$ cat config.mk
export PLATFORM = sky130hd
export DESIGN_NAME = scbd_device_flat
export DESIGN_NICKNAME = d
export VERILOG_FILES = /design/src/scbd_pkg.sv /design/src/scbd_if.sv /design/src/scbd_device.sv /design/src/flat_wrapper.sv
export SDC_FILE = /design/constraint.sdc
export NUM_CORES = 1
export LEC_CHECK = 0
export ABC_AREA = 1
export ABC_CLOCK_PERIOD_IN_PS = 1750
export BUFFER_PORTS_ARGS = -buffer_cell sky130_fd_sc_hd__buf_2
export CORE_ASPECT_RATIO = 2
export CORE_UTILIZATION = 30
export DETAILED_ROUTE_END_ITERATION = 12
export PLACE_DENSITY = 0.59
export SLEW_MARGIN = 10
export SYNTH_ARGS = -nofsm -noshare
export SYNTH_HDL_FRONTEND = slang
export SYNTH_SLANG_ARGS = --single-unit
export TNS_END_PERCENT = 1
$ cat constraint.sdc
create_clock -name clk -period 1.75 [get_ports clk]
set_clock_uncertainty 0.15 [all_clocks]
set_input_delay 0.525 -clock clk [delete_from_list [all_inputs] [get_ports clk]]
set_output_delay 0.525 -clock clk [all_outputs]
set_load 0.02 [all_outputs]
$ cat src/scbd_pkg.sv
// Constants and types shared by the command decoder and the controller end
package scbd_pkg;
    // ------------------------------------------------------------
    // Timing
    // ------------------------------------------------------------
    localparam int CLK_PERIOD_PS = 8000;
    localparam int PRECHARGE_PERIOD_NS = 15;
    localparam int ACTIVATE_TO_ACCESS_DELAY_NS = 15;
    localparam int SELF_REFRESH_EXIT_INTERVAL_NS = 200;
    localparam int SELF_REFRESH_EXIT_NO_READ_INTERVAL_NS = 120;
    localparam int PD_NOP_HOLD_NS = 10;
    localparam int BURST_LENGTH = 4;
    localparam int READ_TAIL_CYC = 2;
    localparam int WRITE_TAIL_CYC = 2;
    // Least times round up to whole cycles
    localparam int PRECHARGE_PERIOD_CYC = (PRECHARGE_PERIOD_NS * 1000 + CLK_PERIOD_PS - 1)
        / CLK_PERIOD_PS;
    localparam int ACTIVATE_TO_ACCESS_DELAY_CYC =
        (ACTIVATE_TO_ACCESS_DELAY_NS * 1000 + CLK_PERIOD_PS - 1) / CLK_PERIOD_PS;
    localparam int SELF_REFRESH_EXIT_INTERVAL_CYC =
        (SELF_REFRESH_EXIT_INTERVAL_NS * 1000 + CLK_PERIOD_PS - 1) / CLK_PERIOD_PS;
    localparam int SELF_REFRESH_EXIT_NO_READ_INTERVAL_CYC =
        (SELF_REFRESH_EXIT_NO_READ_INTERVAL_NS * 1000 + CLK_PERIOD_PS - 1) / CLK_PERIOD_PS;
    localparam int PD_NOP_HOLD_CYC = (PD_NOP_HOLD_NS * 1000 + CLK_PERIOD_PS - 1) / CLK_PERIOD_PS;
    // Read burst done after half burst plus postamble tail; write adds half burst more
    localparam int READ_BURST_CYC = BURST_LENGTH / 2 + READ_TAIL_CYC;
    localparam int WRITE_BURST_CYC = BURST_LENGTH / 2 + WRITE_TAIL_CYC + BURST_LENGTH / 2;
    localparam int NUM_BANKS = 4;
    localparam int CNT_W = 8;

    // ------------------------------------------------------------
    // Types
    // ------------------------------------------------------------
    typedef enum logic [3:0] {
        SCBD_CMD_DESELECT,
        SCBD_CMD_NOP,
        SCBD_CMD_TERM_DISABLE,
        SCBD_CMD_ACTIVE,
        SCBD_CMD_READ,
        SCBD_CMD_WRITE,
        SCBD_CMD_PRECHARGE,
        SCBD_CMD_AUTO_REFRESH,
        SCBD_CMD_LOAD_MODE
    } scbd_cmd_e;

    typedef enum logic [2:0] {
        SCBD_BANK_IDLE,
        SCBD_BANK_ACTIVATING,
        SCBD_BANK_ACTIVE,
        SCBD_BANK_READ,
        SCBD_BANK_WRITE,
        SCBD_BANK_PRECHARGING
    } scbd_bank_e;

    typedef enum logic [1:0] {
        SCBD_PWR_NORMAL,
        SCBD_PWR_PRECHARGE_PD,
        SCBD_PWR_ACTIVE_PD,
        SCBD_PWR_SELF_REFRESH
    } scbd_pwr_e;

    // Decodes the four active-low command pins
    function automatic scbd_cmd_e decode_cmd(input logic cs_n, input logic ras_n,
                                             input logic cas_n, input logic we_n);
        scbd_cmd_e c;
        c = SCBD_CMD_NOP;
        if (ras_n && !cas_n && we_n && cs_n) begin
            c = SCBD_CMD_TERM_DISABLE;
        end else if (cs_n) begin
            c = SCBD_CMD_DESELECT;
        end else begin
            unique case ({ras_n, cas_n, we_n})
                3'h7: c = SCBD_CMD_NOP;
                3'h3: c = SCBD_CMD_ACTIVE;
                3'h5: c = SCBD_CMD_READ;
                3'h4: c = SCBD_CMD_WRITE;
                3'h2: c = SCBD_CMD_PRECHARGE;
                3'h1: c = SCBD_CMD_AUTO_REFRESH;
                3'h0: c = SCBD_CMD_LOAD_MODE;
                3'h6: c = SCBD_CMD_TERM_DISABLE;
            endcase
        end
        return c;
    endfunction : decode_cmd
endpackage : scbd_pkg

$ cat src/scbd_if.sv
// Command pins between controller and DRAM decoder
`timescale 1ns/1ps
interface scbd_if;
    logic cke;
    logic cs_n;
    logic ras_n;
    logic cas_n;
    logic we_n;
    logic ap;
    logic [1:0] bank;

    modport ctrl (
        output cke,
        output cs_n,
        output ras_n,
        output cas_n,
        output we_n,
        output ap,
        output bank
    );
    modport dev (
        input cke,
        input cs_n,
        input ras_n,
        input cas_n,
        input we_n,
        input ap,
        input bank
    );
endinterface : scbd_if

$ cat src/scbd_device.sv
// Device end: command decode, power state and per-bank state tracking
`timescale 1ns/1ps
module scbd_device #(
    parameter int PRE_CYC = scbd_pkg::PRECHARGE_PERIOD_CYC,
    parameter int ACT_CYC = scbd_pkg::ACTIVATE_TO_ACCESS_DELAY_CYC,
    parameter int RD_CYC = scbd_pkg::READ_BURST_CYC,
    parameter int WR_CYC = scbd_pkg::WRITE_BURST_CYC
) (
    input wire logic clk,
    input wire logic sys_rst,
    scbd_if.dev pins,
    output logic [11:0] bank_state,
    output logic [1:0] pwr_state,
    output logic cmd_illegal,
    output logic term_disable
);
    localparam int NB = scbd_pkg::NUM_BANKS;
    localparam int CW = scbd_pkg::CNT_W;

    // ------------------------------------------------------------
    // State
    // ------------------------------------------------------------
    typedef struct packed {
        logic [1:0] sync_a;
        logic [1:0] sync_b;
        logic [4:0] cmd_a;
        logic [4:0] cmd_b;
        logic [1:0] bank_a;
        logic [1:0] bank_b;
        logic cke_prev;
        scbd_pkg::scbd_pwr_e pwr;
        scbd_pkg::scbd_bank_e [NB-1:0] bank_st;
        logic [NB-1:0][CW-1:0] cnt;
        logic illegal;
        logic tdis;
    } scbd_dev_s;

    scbd_dev_s st_q;
    scbd_dev_s st_d;

    function automatic logic [CW-1:0] cyc(input int n);
        return (n > 1) ? CW'(n - 1) : '0;
    endfunction : cyc

    logic cke;
    logic cs_n;
    logic ras_n;
    logic cas_n;
    logic we_n;
    logic ap;
    logic [1:0] ba;
    scbd_pkg::scbd_cmd_e cmd;
    logic all_idle;

    always_comb begin
        {cke, cs_n, ras_n, cas_n, we_n} = st_q.cmd_b;
        {ap, ba} = {st_q.sync_b[0], st_q.bank_b};
        cmd = scbd_pkg::decode_cmd(cs_n, ras_n, cas_n, we_n);
        all_idle = 1'b1;
        for (int i = 0; i < NB; i++) begin
            if (st_q.bank_st[i] != scbd_pkg::SCBD_BANK_IDLE) begin
                all_idle = 1'b0;
            end
        end
    end

    // ------------------------------------------------------------
    // Next state
    // ------------------------------------------------------------
    always_comb begin
        st_d = st_q;
        // Pins pass two flops before use
        st_d.cmd_a = {pins.cke, pins.cs_n, pins.ras_n, pins.cas_n, pins.we_n};
        st_d.cmd_b = st_q.cmd_a;
        st_d.sync_a = {1'b0, pins.ap};
        st_d.sync_b = st_q.sync_a;
        st_d.bank_a = pins.bank;
        st_d.bank_b = st_q.bank_a;
        st_d.cke_prev = cke;
        st_d.illegal = 1'b0;
        st_d.tdis = (cmd == scbd_pkg::SCBD_CMD_TERM_DISABLE);
        // Timers run out and banks settle
        for (int i = 0; i < NB; i++) begin
            if (st_q.cnt[i] != '0) begin
                st_d.cnt[i] = st_q.cnt[i] - CW'(1);
            end else begin
                unique case (st_q.bank_st[i])
                    scbd_pkg::SCBD_BANK_PRECHARGING: st_d.bank_st[i] = scbd_pkg::SCBD_BANK_IDLE;
                    scbd_pkg::SCBD_BANK_ACTIVATING: st_d.bank_st[i] = scbd_pkg::SCBD_BANK_ACTIVE;
                    scbd_pkg::SCBD_BANK_READ,
                    scbd_pkg::SCBD_BANK_WRITE: st_d.bank_st[i] = scbd_pkg::SCBD_BANK_ACTIVE;
                    default: ;
                endcase
            end
        end
        if (!st_q.cke_prev && !cke) begin
            // Low on both edges: stay where we are
            st_d.pwr = st_q.pwr;
        end else if (!st_q.cke_prev && cke) begin
            if (cmd == scbd_pkg::SCBD_CMD_DESELECT || cmd == scbd_pkg::SCBD_CMD_NOP) begin
                st_d.pwr = scbd_pkg::SCBD_PWR_NORMAL;
            end else begin
                st_d.illegal = 1'b1;
            end
        end else if (st_q.cke_prev && !cke) begin
            if (all_idle && cmd == scbd_pkg::SCBD_CMD_AUTO_REFRESH) begin
                st_d.pwr = scbd_pkg::SCBD_PWR_SELF_REFRESH;
            end else if (cmd == scbd_pkg::SCBD_CMD_DESELECT || cmd == scbd_pkg::SCBD_CMD_NOP) begin
                st_d.pwr = all_idle ? scbd_pkg::SCBD_PWR_PRECHARGE_PD
                                    : scbd_pkg::SCBD_PWR_ACTIVE_PD;
            end else begin
                st_d.illegal = 1'b1;
            end
        end else begin
            // Bank table only with clock enable high on both edges
            unique case (cmd)
                scbd_pkg::SCBD_CMD_ACTIVE: begin
                    if (st_q.bank_st[ba] == scbd_pkg::SCBD_BANK_IDLE) begin
                        st_d.bank_st[ba] = scbd_pkg::SCBD_BANK_ACTIVATING;
                        st_d.cnt[ba] = cyc(ACT_CYC);
                    end else begin
                        st_d.illegal = 1'b1;
                    end
                end
                scbd_pkg::SCBD_CMD_READ,
                scbd_pkg::SCBD_CMD_WRITE: begin
                    if (st_q.bank_st[ba] == scbd_pkg::SCBD_BANK_ACTIVE ||
                        st_q.bank_st[ba] == scbd_pkg::SCBD_BANK_READ ||
                        st_q.bank_st[ba] == scbd_pkg::SCBD_BANK_WRITE) begin
                        if (ap) begin
                            st_d.bank_st[ba] = scbd_pkg::SCBD_BANK_PRECHARGING;
                            st_d.cnt[ba] = cyc((cmd == scbd_pkg::SCBD_CMD_READ ? RD_CYC : WR_CYC)
                                               + PRE_CYC);
                        end else if (cmd == scbd_pkg::SCBD_CMD_READ) begin
                            st_d.bank_st[ba] = scbd_pkg::SCBD_BANK_READ;
                            st_d.cnt[ba] = cyc(RD_CYC);
                        end else begin
                            st_d.bank_st[ba] = scbd_pkg::SCBD_BANK_WRITE;
                            st_d.cnt[ba] = cyc(WR_CYC);
                        end
                    end else begin
                        st_d.illegal = 1'b1;
                    end
                end
                scbd_pkg::SCBD_CMD_PRECHARGE: begin
                    // Auto-precharge bit selects all banks
                    for (int i = 0; i < NB; i++) begin
                        if (ap || ba == 2'(i)) begin
                            if (st_q.bank_st[i] == scbd_pkg::SCBD_BANK_ACTIVE) begin
                                st_d.bank_st[i] = scbd_pkg::SCBD_BANK_PRECHARGING;
                                st_d.cnt[i] = cyc(PRE_CYC);
                            end else if (st_q.bank_st[i] != scbd_pkg::SCBD_BANK_IDLE) begin
                                st_d.illegal = 1'b1;
                            end
                        end
                    end
                end
                scbd_pkg::SCBD_CMD_AUTO_REFRESH,
                scbd_pkg::SCBD_CMD_LOAD_MODE: begin
                    st_d.illegal = !all_idle;
                end
                scbd_pkg::SCBD_CMD_DESELECT,
                scbd_pkg::SCBD_CMD_NOP,
                scbd_pkg::SCBD_CMD_TERM_DISABLE: ;
            endcase
        end
        if (sys_rst) begin
            st_d = '0;
            st_d.cmd_a = 5'h1f;
            st_d.cmd_b = 5'h1f;
            st_d.cke_prev = 1'b1;
        end
    end

    always_ff @(posedge clk) begin
        st_q <= st_d;
    end

    always_comb begin
        for (int i = 0; i < NB; i++) begin
            bank_state[3*i +: 3] = st_q.bank_st[i];
        end
    end
    assign pwr_state = st_q.pwr;
    assign cmd_illegal = st_q.illegal;
    assign term_disable = st_q.tdis;
endmodule : scbd_device

$ cat src/flat_wrapper.sv
// flat-port wrapper written by rule: the top's interface ports become plain ports
module scbd_device_flat 
#(
    parameter int PRE_CYC = scbd_pkg::PRECHARGE_PERIOD_CYC,
    parameter int ACT_CYC = scbd_pkg::ACTIVATE_TO_ACCESS_DELAY_CYC,
    parameter int RD_CYC = scbd_pkg::READ_BURST_CYC,
    parameter int WR_CYC = scbd_pkg::WRITE_BURST_CYC
)
  (clk, sys_rst, bank_state, pwr_state, cmd_illegal, term_disable, pins_cke, pins_cs_n, pins_ras_n, pins_cas_n, pins_we_n, pins_ap, pins_bank);
  scbd_if pins_i ();
  input wire logic clk;
  input wire logic sys_rst;
  output logic [11:0] bank_state;
  output logic [1:0] pwr_state;
  output logic cmd_illegal;
  output logic term_disable;
  input wire logic [$bits(pins_i.cke)-1:0] pins_cke;
  input wire logic [$bits(pins_i.cs_n)-1:0] pins_cs_n;
  input wire logic [$bits(pins_i.ras_n)-1:0] pins_ras_n;
  input wire logic [$bits(pins_i.cas_n)-1:0] pins_cas_n;
  input wire logic [$bits(pins_i.we_n)-1:0] pins_we_n;
  input wire logic [$bits(pins_i.ap)-1:0] pins_ap;
  input wire logic [$bits(pins_i.bank)-1:0] pins_bank;
  assign pins_i.cke = pins_cke;
  assign pins_i.cs_n = pins_cs_n;
  assign pins_i.ras_n = pins_ras_n;
  assign pins_i.cas_n = pins_cas_n;
  assign pins_i.we_n = pins_we_n;
  assign pins_i.ap = pins_ap;
  assign pins_i.bank = pins_bank;
  scbd_device #(.PRE_CYC(PRE_CYC), .ACT_CYC(ACT_CYC), .RD_CYC(RD_CYC), .WR_CYC(WR_CYC)) u_core (.clk(clk), .sys_rst(sys_rst), .pins(pins_i), .bank_state(bank_state), .pwr_state(pwr_state), .cmd_illegal(cmd_illegal), .term_disable(term_disable));
endmodule
==> flow_summary_export.csv, run 1 <==
group,metric,value,unit
synth,syn_nets,675,
drt,detail_route.wirelength,13900,µm
drt,post-route-drc-count,0,
clock_tree,clock_root_buffer,"sky130_fd_sc_hd__clkbuf_16",
final_layout,layoutNonFillerInstCount,983,
sta,final.hold.worst_slack,213,ps
worst_setup_path,timing.critical_path.arrival,2020,ps
drt,dr.max_layer_used,"met4",
drt,route.vias.total,4544,
synth,ys_seq_elements,69,
synth,synthCells,654,
sta,timing_hold_violations_final,0,
drt,routed-wl-met2,7810,µm
hold_path,hold-path-cell-count,2,
sta,finalCritPeriodShare,110,%
global_routing,gr-total-overflow,0,
sta,tns,-5100,ps
worst_setup_path,critical_path.cell_chain,"buf_12 > nor2_8 > nand2_2 > nand2_2 > nor2_4 > nand2_2 > nor2_4 > buf_6 > nand2_1 > nand2_1 > nand2_1 > nand2_1 > nand3_2 > nand2_1 > inv_1",
placement,place_inst,959,
clock_tree,clock_tree_from_tritoncts,"yes",
worst_setup_path,reg2reg_from,"u_core.ba[0]",
pwr,p_per_area,1150,nW/µm²
worst_setup_path,reg_to_reg_setup_timing_slack,-170,ps
worst_setup_path,path_max_fanout,5,
clock_tree,max-clock-path-buffers,2,
worst_setup_path,criticalPathCategory,"register to register",
worst_setup_path,cpMostUsedCell,"sky130_fd_sc_hd__nand2_1",
placement,gp_congestion,1.02,
worst_setup_path,reg2reg_depth,15,
hold_path,min-delay-path-class,"input pin to register",
clock_tree,cts.hold.buffers_added,0,
clock_tree,cts.sink_count,69,
final_layout,drive_above_1_share,35.4,%
global_routing,number_of_antenna_violations_at_the_first_check_in_global_routing,0,
synth,synth-edff-count,0,
drt,drt-initial-drc-count,214,
synth,synth-main-ff-cell,"sky130_fd_sc_hd__dfxtp_1",
placement,dp_hpwl,11100,µm
drt,drtPass1Iterations,4,
global_routing,grt_start_max_net_pins,22,
pwr,cellLeakagePower,0.00299,µW
floorplanning,start_util,30.9,%
global_routing,grt_pass1_vias,4610,
worst_setup_path,worst_path_dominant_cell_family,"simple AND/OR/NAND/NOR gates",
worst_setup_path,timing.critical_path.required,1850,ps
synth,syn_area_per_cell,6.60,µm²
worst_setup_path,worst_setup_path_start_kind,"register",
sta,max_freq,521,MHz
final_layout,synth_to_final_area_change,41.7,%
synth,netlist_area,4310,µm²
floorplanning,fp.dieH,172,µm
global_routing,globalRouteTotalUtil,19.5,%
pwr,vdd_drop_max,0.000521,V
worst_setup_path,critical_path_buf_inv_count,3,
pwr,finalPower,7040,µW
sta,worst_pin_slew,342,ps
clock_tree,h-tree-depth,3,
outcome,failed_checks,"negative setup slack",
clock_tree,cts_inserted_buffers,9,
worst_setup_path,reg_to_reg_end,"u_core.bank_state[5]",
floorplanning,io-pin-count,26,
sta,setup_viol,48,
synth,async_flop_share,0,%
flow_run,maxCapViolCount,0,
final_layout,finalNetCount,810,
sta,slew_headroom,77.0,%
placement,port_buffers,25,
worst_setup_path,crit_path_max_incr_delay,370,ps
sta,rsz0062_at_grt,"yes",
worst_setup_path,crit_slowest_cell,"sky130_fd_sc_hd__dfxtp_4",
sta,finalWorstPathRequiredPeriod,1920,ps
global_routing,grt_pass1_wl,21700,µm
drt,wl_per_cell,14.2,µm
drt,wirelength_met1,4590,µm
synth,ys_warn_count,0,
drt,met3WireLength,398,µm
floorplanning,core_area,14000,µm²
hold_path,timing.hold.worst_endpoint,"u_core.st_q[60]",
sta,worst_slack,-171,ps
outcome,status,"finished with violations",
floorplanning,fp-row-count,61,
synth,netlist-cell-type-count,38,
synth,synth_sequential_area_ratio,32.0,%
final_layout,diodes,0,
clock_tree,worst_skew_pair.late_latency,340,ps
drt,drtAntennaViolNets,0,
worst_setup_path,end_kind,"register",
clock_tree,path_clk_slew,60,ps
floorplanning,die_w,86.8,µm
drt,avgViaCountPerCell,4.62,
floorplanning,die_area,14900,µm²
sta,final-max-slew-violation-count,0,
hold_path,timing.hold.worst.start,"pins_ras_n",
final_layout,fillCellCount,1446,
## sequential cells by signal (all words and copies together), names as in the netlist, named ones only
| register | cells |
|---|---|
| u_core.ap | 1 |
| u_core.bank_state | 12 |
| u_core.st_q | 42 |
| u_core.cke | 1 |
| u_core.cs_n | 1 |
| u_core.ras_n | 1 |
| u_core.ba | 2 |
| u_core.pwr_state | 2 |
| u_core.cmd_illegal | 1 |
| u_core.term_disable | 1 |
| u_core.cas_n | 1 |
## synthesized netlist by cell type, types with 8 or more instances
cell type	instances	share of area [%]
sky130_fd_sc_hd__o21ai_0	18	2.1
sky130_fd_sc_hd__inv_1	66	5.7
sky130_fd_sc_hd__nor2_1	100	8.7
sky130_fd_sc_hd__ha_1	11	3.2
sky130_fd_sc_hd__a21oi_1	27	3.1
sky130_fd_sc_hd__buf_4	14	2.4
sky130_fd_sc_hd__dfxtp_1	69	32
sky130_fd_sc_hd__or2_2	14	2.0
sky130_fd_sc_hd__nand2_2	9	1.3
sky130_fd_sc_hd__nor3_1	11	1.3
sky130_fd_sc_hd__nand3_2	10	2.3
sky130_fd_sc_hd__nand3_1	46	5.3
sky130_fd_sc_hd__nand2_1	168	15
sky130_fd_sc_hd__xor2_1	18	3.7
sky130_fd_sc_hd__xnor2_1	8	1.6
## where the power goes
group / internal (µW) / switching (µW) / leakage, µW
Combinational: 1400 / 1640 / 0.00227
Sequential: 1910 / 188 / 0.000573
Clock: 1180 / 722 / 0.000148
## placed cells by master, fill, tap and decap left out, types with 5 or more instances in the layout
master                      instances
sky130_fd_sc_hd__nand3_4            6
sky130_fd_sc_hd__or2_2             13
sky130_fd_sc_hd__dfxtp_1           57
sky130_fd_sc_hd__clkbuf_16         10
sky130_fd_sc_hd__nand2_1          155
sky130_fd_sc_hd__nand2_4            5
sky130_fd_sc_hd__xnor2_1            8
sky130_fd_sc_hd__inv_2              5
sky130_fd_sc_hd__nor3_1             8
sky130_fd_sc_hd__nor2_2            15
sky130_fd_sc_hd__ha_1              11
sky130_fd_sc_hd__nand3_2           14
sky130_fd_sc_hd__o21ai_0           14
sky130_fd_sc_hd__nand4_1            7
sky130_fd_sc_hd__nand2_2           18
sky130_fd_sc_hd__a21oi_1           23
sky130_fd_sc_hd__buf_2             25
sky130_fd_sc_hd__nor2_1            84
sky130_fd_sc_hd__nand3_1           36
sky130_fd_sc_hd__buf_6              9
sky130_fd_sc_hd__buf_4            112
sky130_fd_sc_hd__nor2_4             8
sky130_fd_sc_hd__xor2_1            18
sky130_fd_sc_hd__inv_1             63
sky130_fd_sc_hd__dfxtp_2           10
sky130_fd_sc_hd__o21ai_1            9
## metal layers
| metal | track usage [%] | vias up |
|---|---|---|
| li1 | - | 2319 |
| met1 | 16.2 | 2073 |
| met2 | 38.9 | 93 |
| met3 | 3.12 | 59 |
| met4 | 15.4 | 0 |
| met5 | 0 | - |
## cell type report
class	instances	area, µm²	share of cell area, %
inverter	76	303	4.95
sequential	69	1400	22.9
tap	189	236	3.87
clock inverter	5	58.8	0.962
multi-input combinational	485	2750	45.0
timing repair buffer	148	1110	18.2
clock buffer	11	253	4.13
## per-stage QoR
stage	area (µm²)	setup WS (ps)	util [%]
6_report	6110	-171	43.8
2_1_floorplan	4310	23.0	-
4_1_cts	5860	-162	42.0
5_1_grt	6110	-261	43.8
3_3_place_gp	5370	-313	38.4
3_5_place_dp	5370	-277	38.4
## repair_timing
| action | CTS | global route |
|---|---|---|
| setup endpoints to repair | 53 | 48 |
| setup buffers | 3 | 4 |
| gates resized for setup | 48 | 53 |
| pin swaps | 15 | 20 |
| cloned | 0 | 1 |
## kinds of logic after synthesis
group                    after synthesis  synth area share [%]
AO/OA/AOI/OAI                         69                  9.05
XOR/XNOR                              26                  5.28
adder cells (fa/ha/maj)               11                  3.19
buffers and inverters                100                  10.9
flip-flops                            69                  32.0
AND/OR/NAND/NOR                      379                  39.6
## how the worst max path moves through the flow
stage / startpoint / endpoint / slack [ps] / cells past startpoint
floorplan: u_core.st_q[48] / u_core.st_q[23] / 20 / 11
global placement: u_core.ba[1] / u_core.st_q[32] / -310 / 12
detailed placement: u_core.ba[1] / u_core.st_q[31] / -280 / 12
CTS: u_core.ba[0] / u_core.st_q[21] / -160 / 12
global route: u_core.ba[0] / u_core.st_q[18] / -260 / 12
finish: u_core.ba[0] / u_core.bank_state[5] / -170 / 15
Note: power is estimated with default switching activity, not from simulation.
==> run 2, diff against run 1 <==
Settings changed: CTS_BUF_LIST set to sky130_fd_sc_hd__clkbuf_8.
==> run 2 against run 1 <==
Net effect: non-clock buffer count fell by 5; the run still ends with negative setup slack left; final cell count fell by 0.51%; fmax rose by 0.88%; hold slack got worse by 21 ps; power fell by 7.0%; critical endpoint is now u_core.st_q[31]; largest cell class unchanged; via count fell by 0.48%; wire length fell by 1.3%; setup slack improved by 17 ps; sequential share of layout area rose by 0.85 points; design area fell by 3.3%.
==> flow_summary_export.csv, run 2 (same netlist as run 1, synthesis figures left out) <==
group,metric,value,unit
outcome,status,"finished with violations",
outcome,failed_checks,"negative setup slack",
placement,placement.cell_area,5370,µm²
global_routing,number_of_antenna_violations_at_the_first_check_in_global_routing,0,
worst_setup_path,crit_slowest_cell,"sky130_fd_sc_hd__dfxtp_2",
worst_setup_path,worst_path_dominant_cell_family,"simple AND/OR/NAND/NOR gates",
floorplanning,die_area,14900,µm²
pwr,netSwitchingFraction,38.3,%
global_routing,grt_start_max_net_pins,22,
pwr,vdd_drop_max,0.000477,V
pwr,cell_internal_pwr,4040,µW
pwr,power_switching,2510,µW
sta,worst_slack,-154,ps
clock_tree,clock_tree_from_tritoncts,"yes",
drt,avgViaCountPerCell,4.62,
pwr,clock_power_share,21.3,%
final_layout,synth_to_final_area_change,37.0,%
hold_path,hold-path-cell-count,2,
floorplanning,io-pin-count,26,
worst_setup_path,critical_path_buf_inv_count,2,
drt,drtAntennaViolNets,0,
global_routing,gr-total-overflow,0,
clock_tree,max-clock-path-buffers,2,
worst_setup_path,criticalPathCategory,"register to register",
drt,detail_route.wirelength,13800,µm
global_routing,grt.busiest_layer,"met2",
floorplanning,core_area,14000,µm²
placement,port_buffers,25,
final_layout,most_common_cell_after_layout_fill_and_taps_aside,"sky130_fd_sc_hd__nand2_1",
drt,post-route-drc-count,0,
clock_tree,worst_skew_pair.late_latency,370,ps
worst_setup_path,reg2reg_depth,12,
worst_setup_path,critical_path.cell_chain,"buf_12 > inv_4 > nand3_2 > nand2_2 > nor2_4 > nand2_2 > nand2_1 > nand2_2 > nor2_2 > nor2_1 > o21ai_4 > nor2_1",
pwr,sequential_power_share,32.0,%
pwr,cellLeakagePower,0.00287,µW
clock_tree,clock_root_buffer,"sky130_fd_sc_hd__clkbuf_8",
placement,dp_hpwl,11100,µm
global_routing,globalRouteTotalUtil,19.6,%
sta,final-max-slew-violation-count,0,
global_routing,globalRouteMet3Util,3.41,%
pwr,p_per_area,1110,nW/µm²
floorplanning,die_w,86.8,µm
final_layout,drive_above_1_share,34.6,%
clock_tree,cts.sink_count,69,
worst_setup_path,timing.critical_path.arrival,2010,ps
sta,finalWorstPathRequiredPeriod,1900,ps
final_layout,regMostFlops,"u_core.st_q",
clock_tree,path_clk_slew,80,ps
worst_setup_path,worst_setup_path_start_kind,"register",
sta,final.hold.worst_slack,192,ps
placement,preCtsSetupSlack,-277,ps
pwr,combinational_share_of_power,46.7,%
final_layout,fin_area,5910,µm²
drt,drtPass1Iterations,6,
flow_run,maxCapViolCount,0,
worst_setup_path,crit_path_max_incr_delay,340,ps
global_routing,grt_pass1_vias,4626,
global_routing,grt_pass1_wl,21700,µm
placement,gp_congestion,1.02,
drt,route.vias.total,4522,
worst_setup_path,timing.critical_path.required,1860,ps
global_routing,met2_usage,38.3,%
floorplanning,start_util,30.9,%
clock_tree,cts_inserted_buffers,9,
hold_path,min-delay-path-class,"input pin to register",
sta,tns,-4800,ps
final_layout,diodes,0,
final_layout,finalNetCount,805,
clock_tree,h-tree-depth,3,
sta,timing_hold_violations_final,0,
drt,wl_per_cell,14.1,µm
sta,max_freq,525,MHz
worst_setup_path,cpMostUsedCell,"sky130_fd_sc_hd__nand2_2",
floorplanning,fp.dieH,172,µm
sta,rsz0062_at_grt,"yes",
sta,setup_viol,47,
drt,drt-initial-drc-count,165,
floorplanning,fp-row-count,61,
final_layout,largest_register_ff_count,42,
worst_setup_path,critical_path_cell_count,12,
worst_setup_path,path_max_fanout,10,
sta,worst_pin_slew,339,ps
sta,finalCritPeriodShare,109,%
clock_tree,cts.hold.buffers_added,0,
final_layout,most-common-layout-cells,"sky130_fd_sc_hd__nand2_1 (157), sky130_fd_sc_hd__buf_4 (114), sky130_fd_sc_hd__nor2_1 (84)",
worst_setup_path,end_kind,"register",
global_routing,gr-usage-met1,16.0,%
sta,slew_headroom,77.1,%
-- run 2: stage by stage --
step / total power [µW] / utilization, % / std cells
floorplan: 4160 / - / 654
global placement: 5000 / 38.4 / 959
detailed placement: 5020 / 38.4 / 959
CTS: 6500 / 41.2 / 978
global route: 7070 / 42.3 / 978
finish: 6540 / 42.3 / 978
-- run 2: path summary, 6_finish.rpt --
path                     endpoint  slack [ps]       startpoint
hold / removal    u_core.st_q[62]         190         pins_cke
hold reg to reg         u_core.ap         250  u_core.st_q[65]
setup / recovery  u_core.st_q[31]        -150     u_core.ba[0]
setup reg to reg  u_core.st_q[31]        -150     u_core.ba[0]
-- run 2: area by class of cell --
| cell class | count | area (µm²) |
|---|---|---|
| fill | 1493 | 8060 |
| timing repair buffer | 143 | 1060 |
| clock buffer | 11 | 151 |
| clock inverter | 5 | 58.8 |
| inverter | 76 | 299 |
| tap | 189 | 236 |
| sequential | 69 | 1410 |
| multi-input combinational | 485 | 2700 |
-- run 2: what timing repair did --
item                                    in CTS  in global routing
gates resized for setup                     47                 46
endpoints found under the hold margin        0                  0
buffers inserted                             3                  0
endpoints found under the setup margin      56                 54
pin swaps                                   12                 16
-- run 2: power by group through the flow --
stage | Sequential [µW] | Clock, µW | Combinational, µW
after floorplan | 2110 | 0 | 2050
after global placement | 2120 | 0 | 2890
after detailed placement | 2120 | 0 | 2900
after CTS | 2090 | 1420 | 2990
after global routing | 2130 | 1490 | 3450
final | 2090 | 1400 | 3060
-- run 2: layer usage --
metal,routed length (µm),part of all wire [%]
met3,359,2.6
met2,7630,55
met5,0,0
met4,1220,8.8
met1,4550,33
==> run 3, diff against run 2 <==
Settings changed: REMOVE_ABC_BUFFERS set to 1.
==> run 3 against run 2 <==
Net effect: fmax down 3.3%; sequential share of layout area decreased by 0.35 points; setup slack lost 66 ps; clock power rose by 9%; the flow still finishes with violations (negative setup slack); core utilization is 0.56 points higher; die area did not move; wire length is 8.3% higher; global-route usage rose by 1.6 points.
==> flow_summary_export.csv, run 3 (same netlist as run 1, synthesis figures left out) <==
group,metric,value,unit
pwr,finalPower,6750,µW
floorplanning,io-pin-count,26,
final_layout,diodes,0,
worst_setup_path,timing.critical_path.arrival,2090,ps
flow_run,maxCapViolCount,0,
floorplanning,core_area,14000,µm²
clock_tree,max-clock-path-buffers,2,
pwr,vdd_drop_max,0.000612,V
final_layout,fillCellCount,1443,
drt,drtPass1Iterations,5,
clock_tree,worst_skew_pair.late_latency,370,ps
clock_tree,clock_tree_from_tritoncts,"yes",
sta,setup_viol,47,
worst_setup_path,crit_path_start,"u_core.ba[0]",
global_routing,grt_start_max_net_pins,33,
floorplanning,die_area,14900,µm²
worst_setup_path,crit_slowest_cell,"sky130_fd_sc_hd__dfxtp_4",
clock_tree,path_clk_slew,90,ps
drt,avgViaCountPerCell,4.79,
placement,preCtsSetupSlack,-332,ps
drt,wl_per_cell,15.3,µm
placement,dp_hpwl,11200,µm
sta,final-max-slew-violation-count,0,
final_layout,drive_above_1_share,34.0,%
global_routing,number_of_antenna_violations_at_the_first_check_in_global_routing,0,
final_layout,synth_to_final_area_change,38.9,%
sta,worst_slack,-220,ps
drt,route.vias.total,4675,
clock_tree,h-tree-depth,3,
hold_path,min-delay-path-class,"input pin to register",
pwr,p_per_area,1130,nW/µm²
worst_setup_path,crit_path_max_incr_delay,380,ps
floorplanning,start_util,30.9,%
worst_setup_path,path_max_fanout,7,
worst_setup_path,reg2reg_depth,14,
placement,gp_congestion,1.06,
final_layout,largest_register_ff_count,42,
worst_setup_path,worst_setup_path_start_kind,"register",
sta,slew_headroom,73.6,%
drt,drtAntennaViolNets,0,
worst_setup_path,critical_path.endpoint,"u_core.bank_state[6]",
drt,detail_route.wirelength,14900,µm
global_routing,grt_pass1_wl,23200,µm
global_routing,grt_pass1_vias,4747,
clock_tree,cts.hold.buffers_added,0,
global_routing,globalRouteTotalUtil,21.1,%
drt,drt-initial-drc-count,244,
sta,rsz0062_at_grt,"yes",
placement,port_buffers,25,
global_routing,gr-total-overflow,0,
sta,timing_hold_violations_final,0,
sta,finalWorstPathRequiredPeriod,1970,ps
sta,worst_pin_slew,396,ps
clock_tree,cts_inserted_buffers,9,
floorplanning,die_w,86.8,µm
floorplanning,fp-row-count,61,
worst_setup_path,reg_to_reg_end,"u_core.bank_state[6]",
worst_setup_path,criticalPathCategory,"register to register",
sta,max_freq,508,MHz
worst_setup_path,end_kind,"register",
worst_setup_path,critical_path.cell_chain,"buf_12 > inv_8 > nand2_8 > nand2_2 > nand2_2 > nand2_4 > inv_6 > nand2_8 > buf_4 > nand3_4 > nand3_2 > nand2_1 > nand3_1 > and2_1",
drt,post-route-drc-count,0,
outcome,status,"finished with violations",
pwr,cellLeakagePower,0.00289,µW
final_layout,finalNetCount,802,
final_layout,regMostFlops,"u_core.st_q",
final_layout,most_common_cell_after_layout_fill_and_taps_aside,"sky130_fd_sc_hd__nand2_1",
worst_setup_path,reg2reg_from,"u_core.ba[0]",
clock_tree,clock_root_buffer,"sky130_fd_sc_hd__clkbuf_8",
worst_setup_path,reg_to_reg_setup_timing_slack,-220,ps
clock_tree,cts.sink_count,69,
outcome,failed_checks,"negative setup slack",
sta,final.hold.worst_slack,176,ps
final_layout,most-common-layout-cells,"sky130_fd_sc_hd__nand2_1 (153), sky130_fd_sc_hd__buf_4 (106), sky130_fd_sc_hd__nor2_1 (90)",
floorplanning,fp.dieH,172,µm
sta,finalCritPeriodShare,113,%
worst_setup_path,timing.critical_path.required,1870,ps
run 3: cell count changes in the layout (fill, tap and decap cells not counted), moves of 3 or more:
cell and delta:
sky130_fd_sc_hd__a21oi_1 -3, sky130_fd_sc_hd__nor2_2 -10, sky130_fd_sc_hd__inv_4 -3, sky130_fd_sc_hd__buf_4 -8
sky130_fd_sc_hd__nor2_4 +4, sky130_fd_sc_hd__nand2_4 +4, sky130_fd_sc_hd__nor2_1 +6, sky130_fd_sc_hd__nand2_1 -4
run 3: area by class of cell:
type	count	area (µm²)	area share [%]
clock inverter	7	98.8	1.65
clock buffer	9	124	2.07
tap	189	236	3.95
sequential	69	1400	23.4
inverter	76	304	5.08
timing repair buffer	139	1050	17.5
multi-input combinational	486	2770	46.3
run 3: how the worst min path moves through the flow:
stage | startpoint | end | slack, ps | depth (start not counted)
2_1_floorplan | u_core.st_q[65] | u_core.ap | 240 | 2
3_3_place_gp | u_core.st_q[65] | u_core.ap | 240 | 2
3_5_place_dp | u_core.st_q[62] | u_core.cke | 250 | 1
4_1_cts | pins_we_n | u_core.st_q[58] | 160 | 2
5_1_grt | pins_we_n | u_core.st_q[58] | 170 | 2
6_report | pins_we_n | u_core.st_q[58] | 180 | 2
run 3: what timing repair did:
| action | CTS | global route |
|---|---|---|
| hold endpoints to repair | 0 | 0 |
| pin swaps | 10 | 23 |
| gates cloned | 1 | 1 |
| gates resized for setup | 62 | 37 |
| setup endpoints to repair | 55 | 50 |
| buffers inserted | 5 | 2 |
run 3: where the power goes:
part | leakage (µW) | internal (µW) | switching [µW]
Sequential | 0.000574 | 1900 | 182
Combinational | 0.00220 | 1450 | 1680
Clock | 0.000110 | 810 | 725
run 3: stage by stage:
step,utilization (%),area [µm²],setup TNS (ps),cells
after global placement,38.0,5300,-10500,950
final,42.9,5990,-8180,975
after global routing,42.9,5990,-13460,975
after detailed placement,38.0,5300,-10910,950
after CTS,41.6,5810,-6570,972
after floorplan,-,4130,-2880,630
run 3: worst max-delay path, delay by kind of cell (launching register included):
family / cells / cell delay, ps
and+or+nand+nor: 10 / 890
buffers and inverters: 4 / 440
DFF: 1 / 380
run 3: metal layers:
layer	track usage [%]	up-vias	part of all wire (%)	wire, µm
li1	-	2306	-	-
met1	18.6	2146	33	4990
met2	40.9	154	55	8260
met3	3.02	69	4.0	592
met4	17.2	0	7.2	1070
met5	0	-	0	0
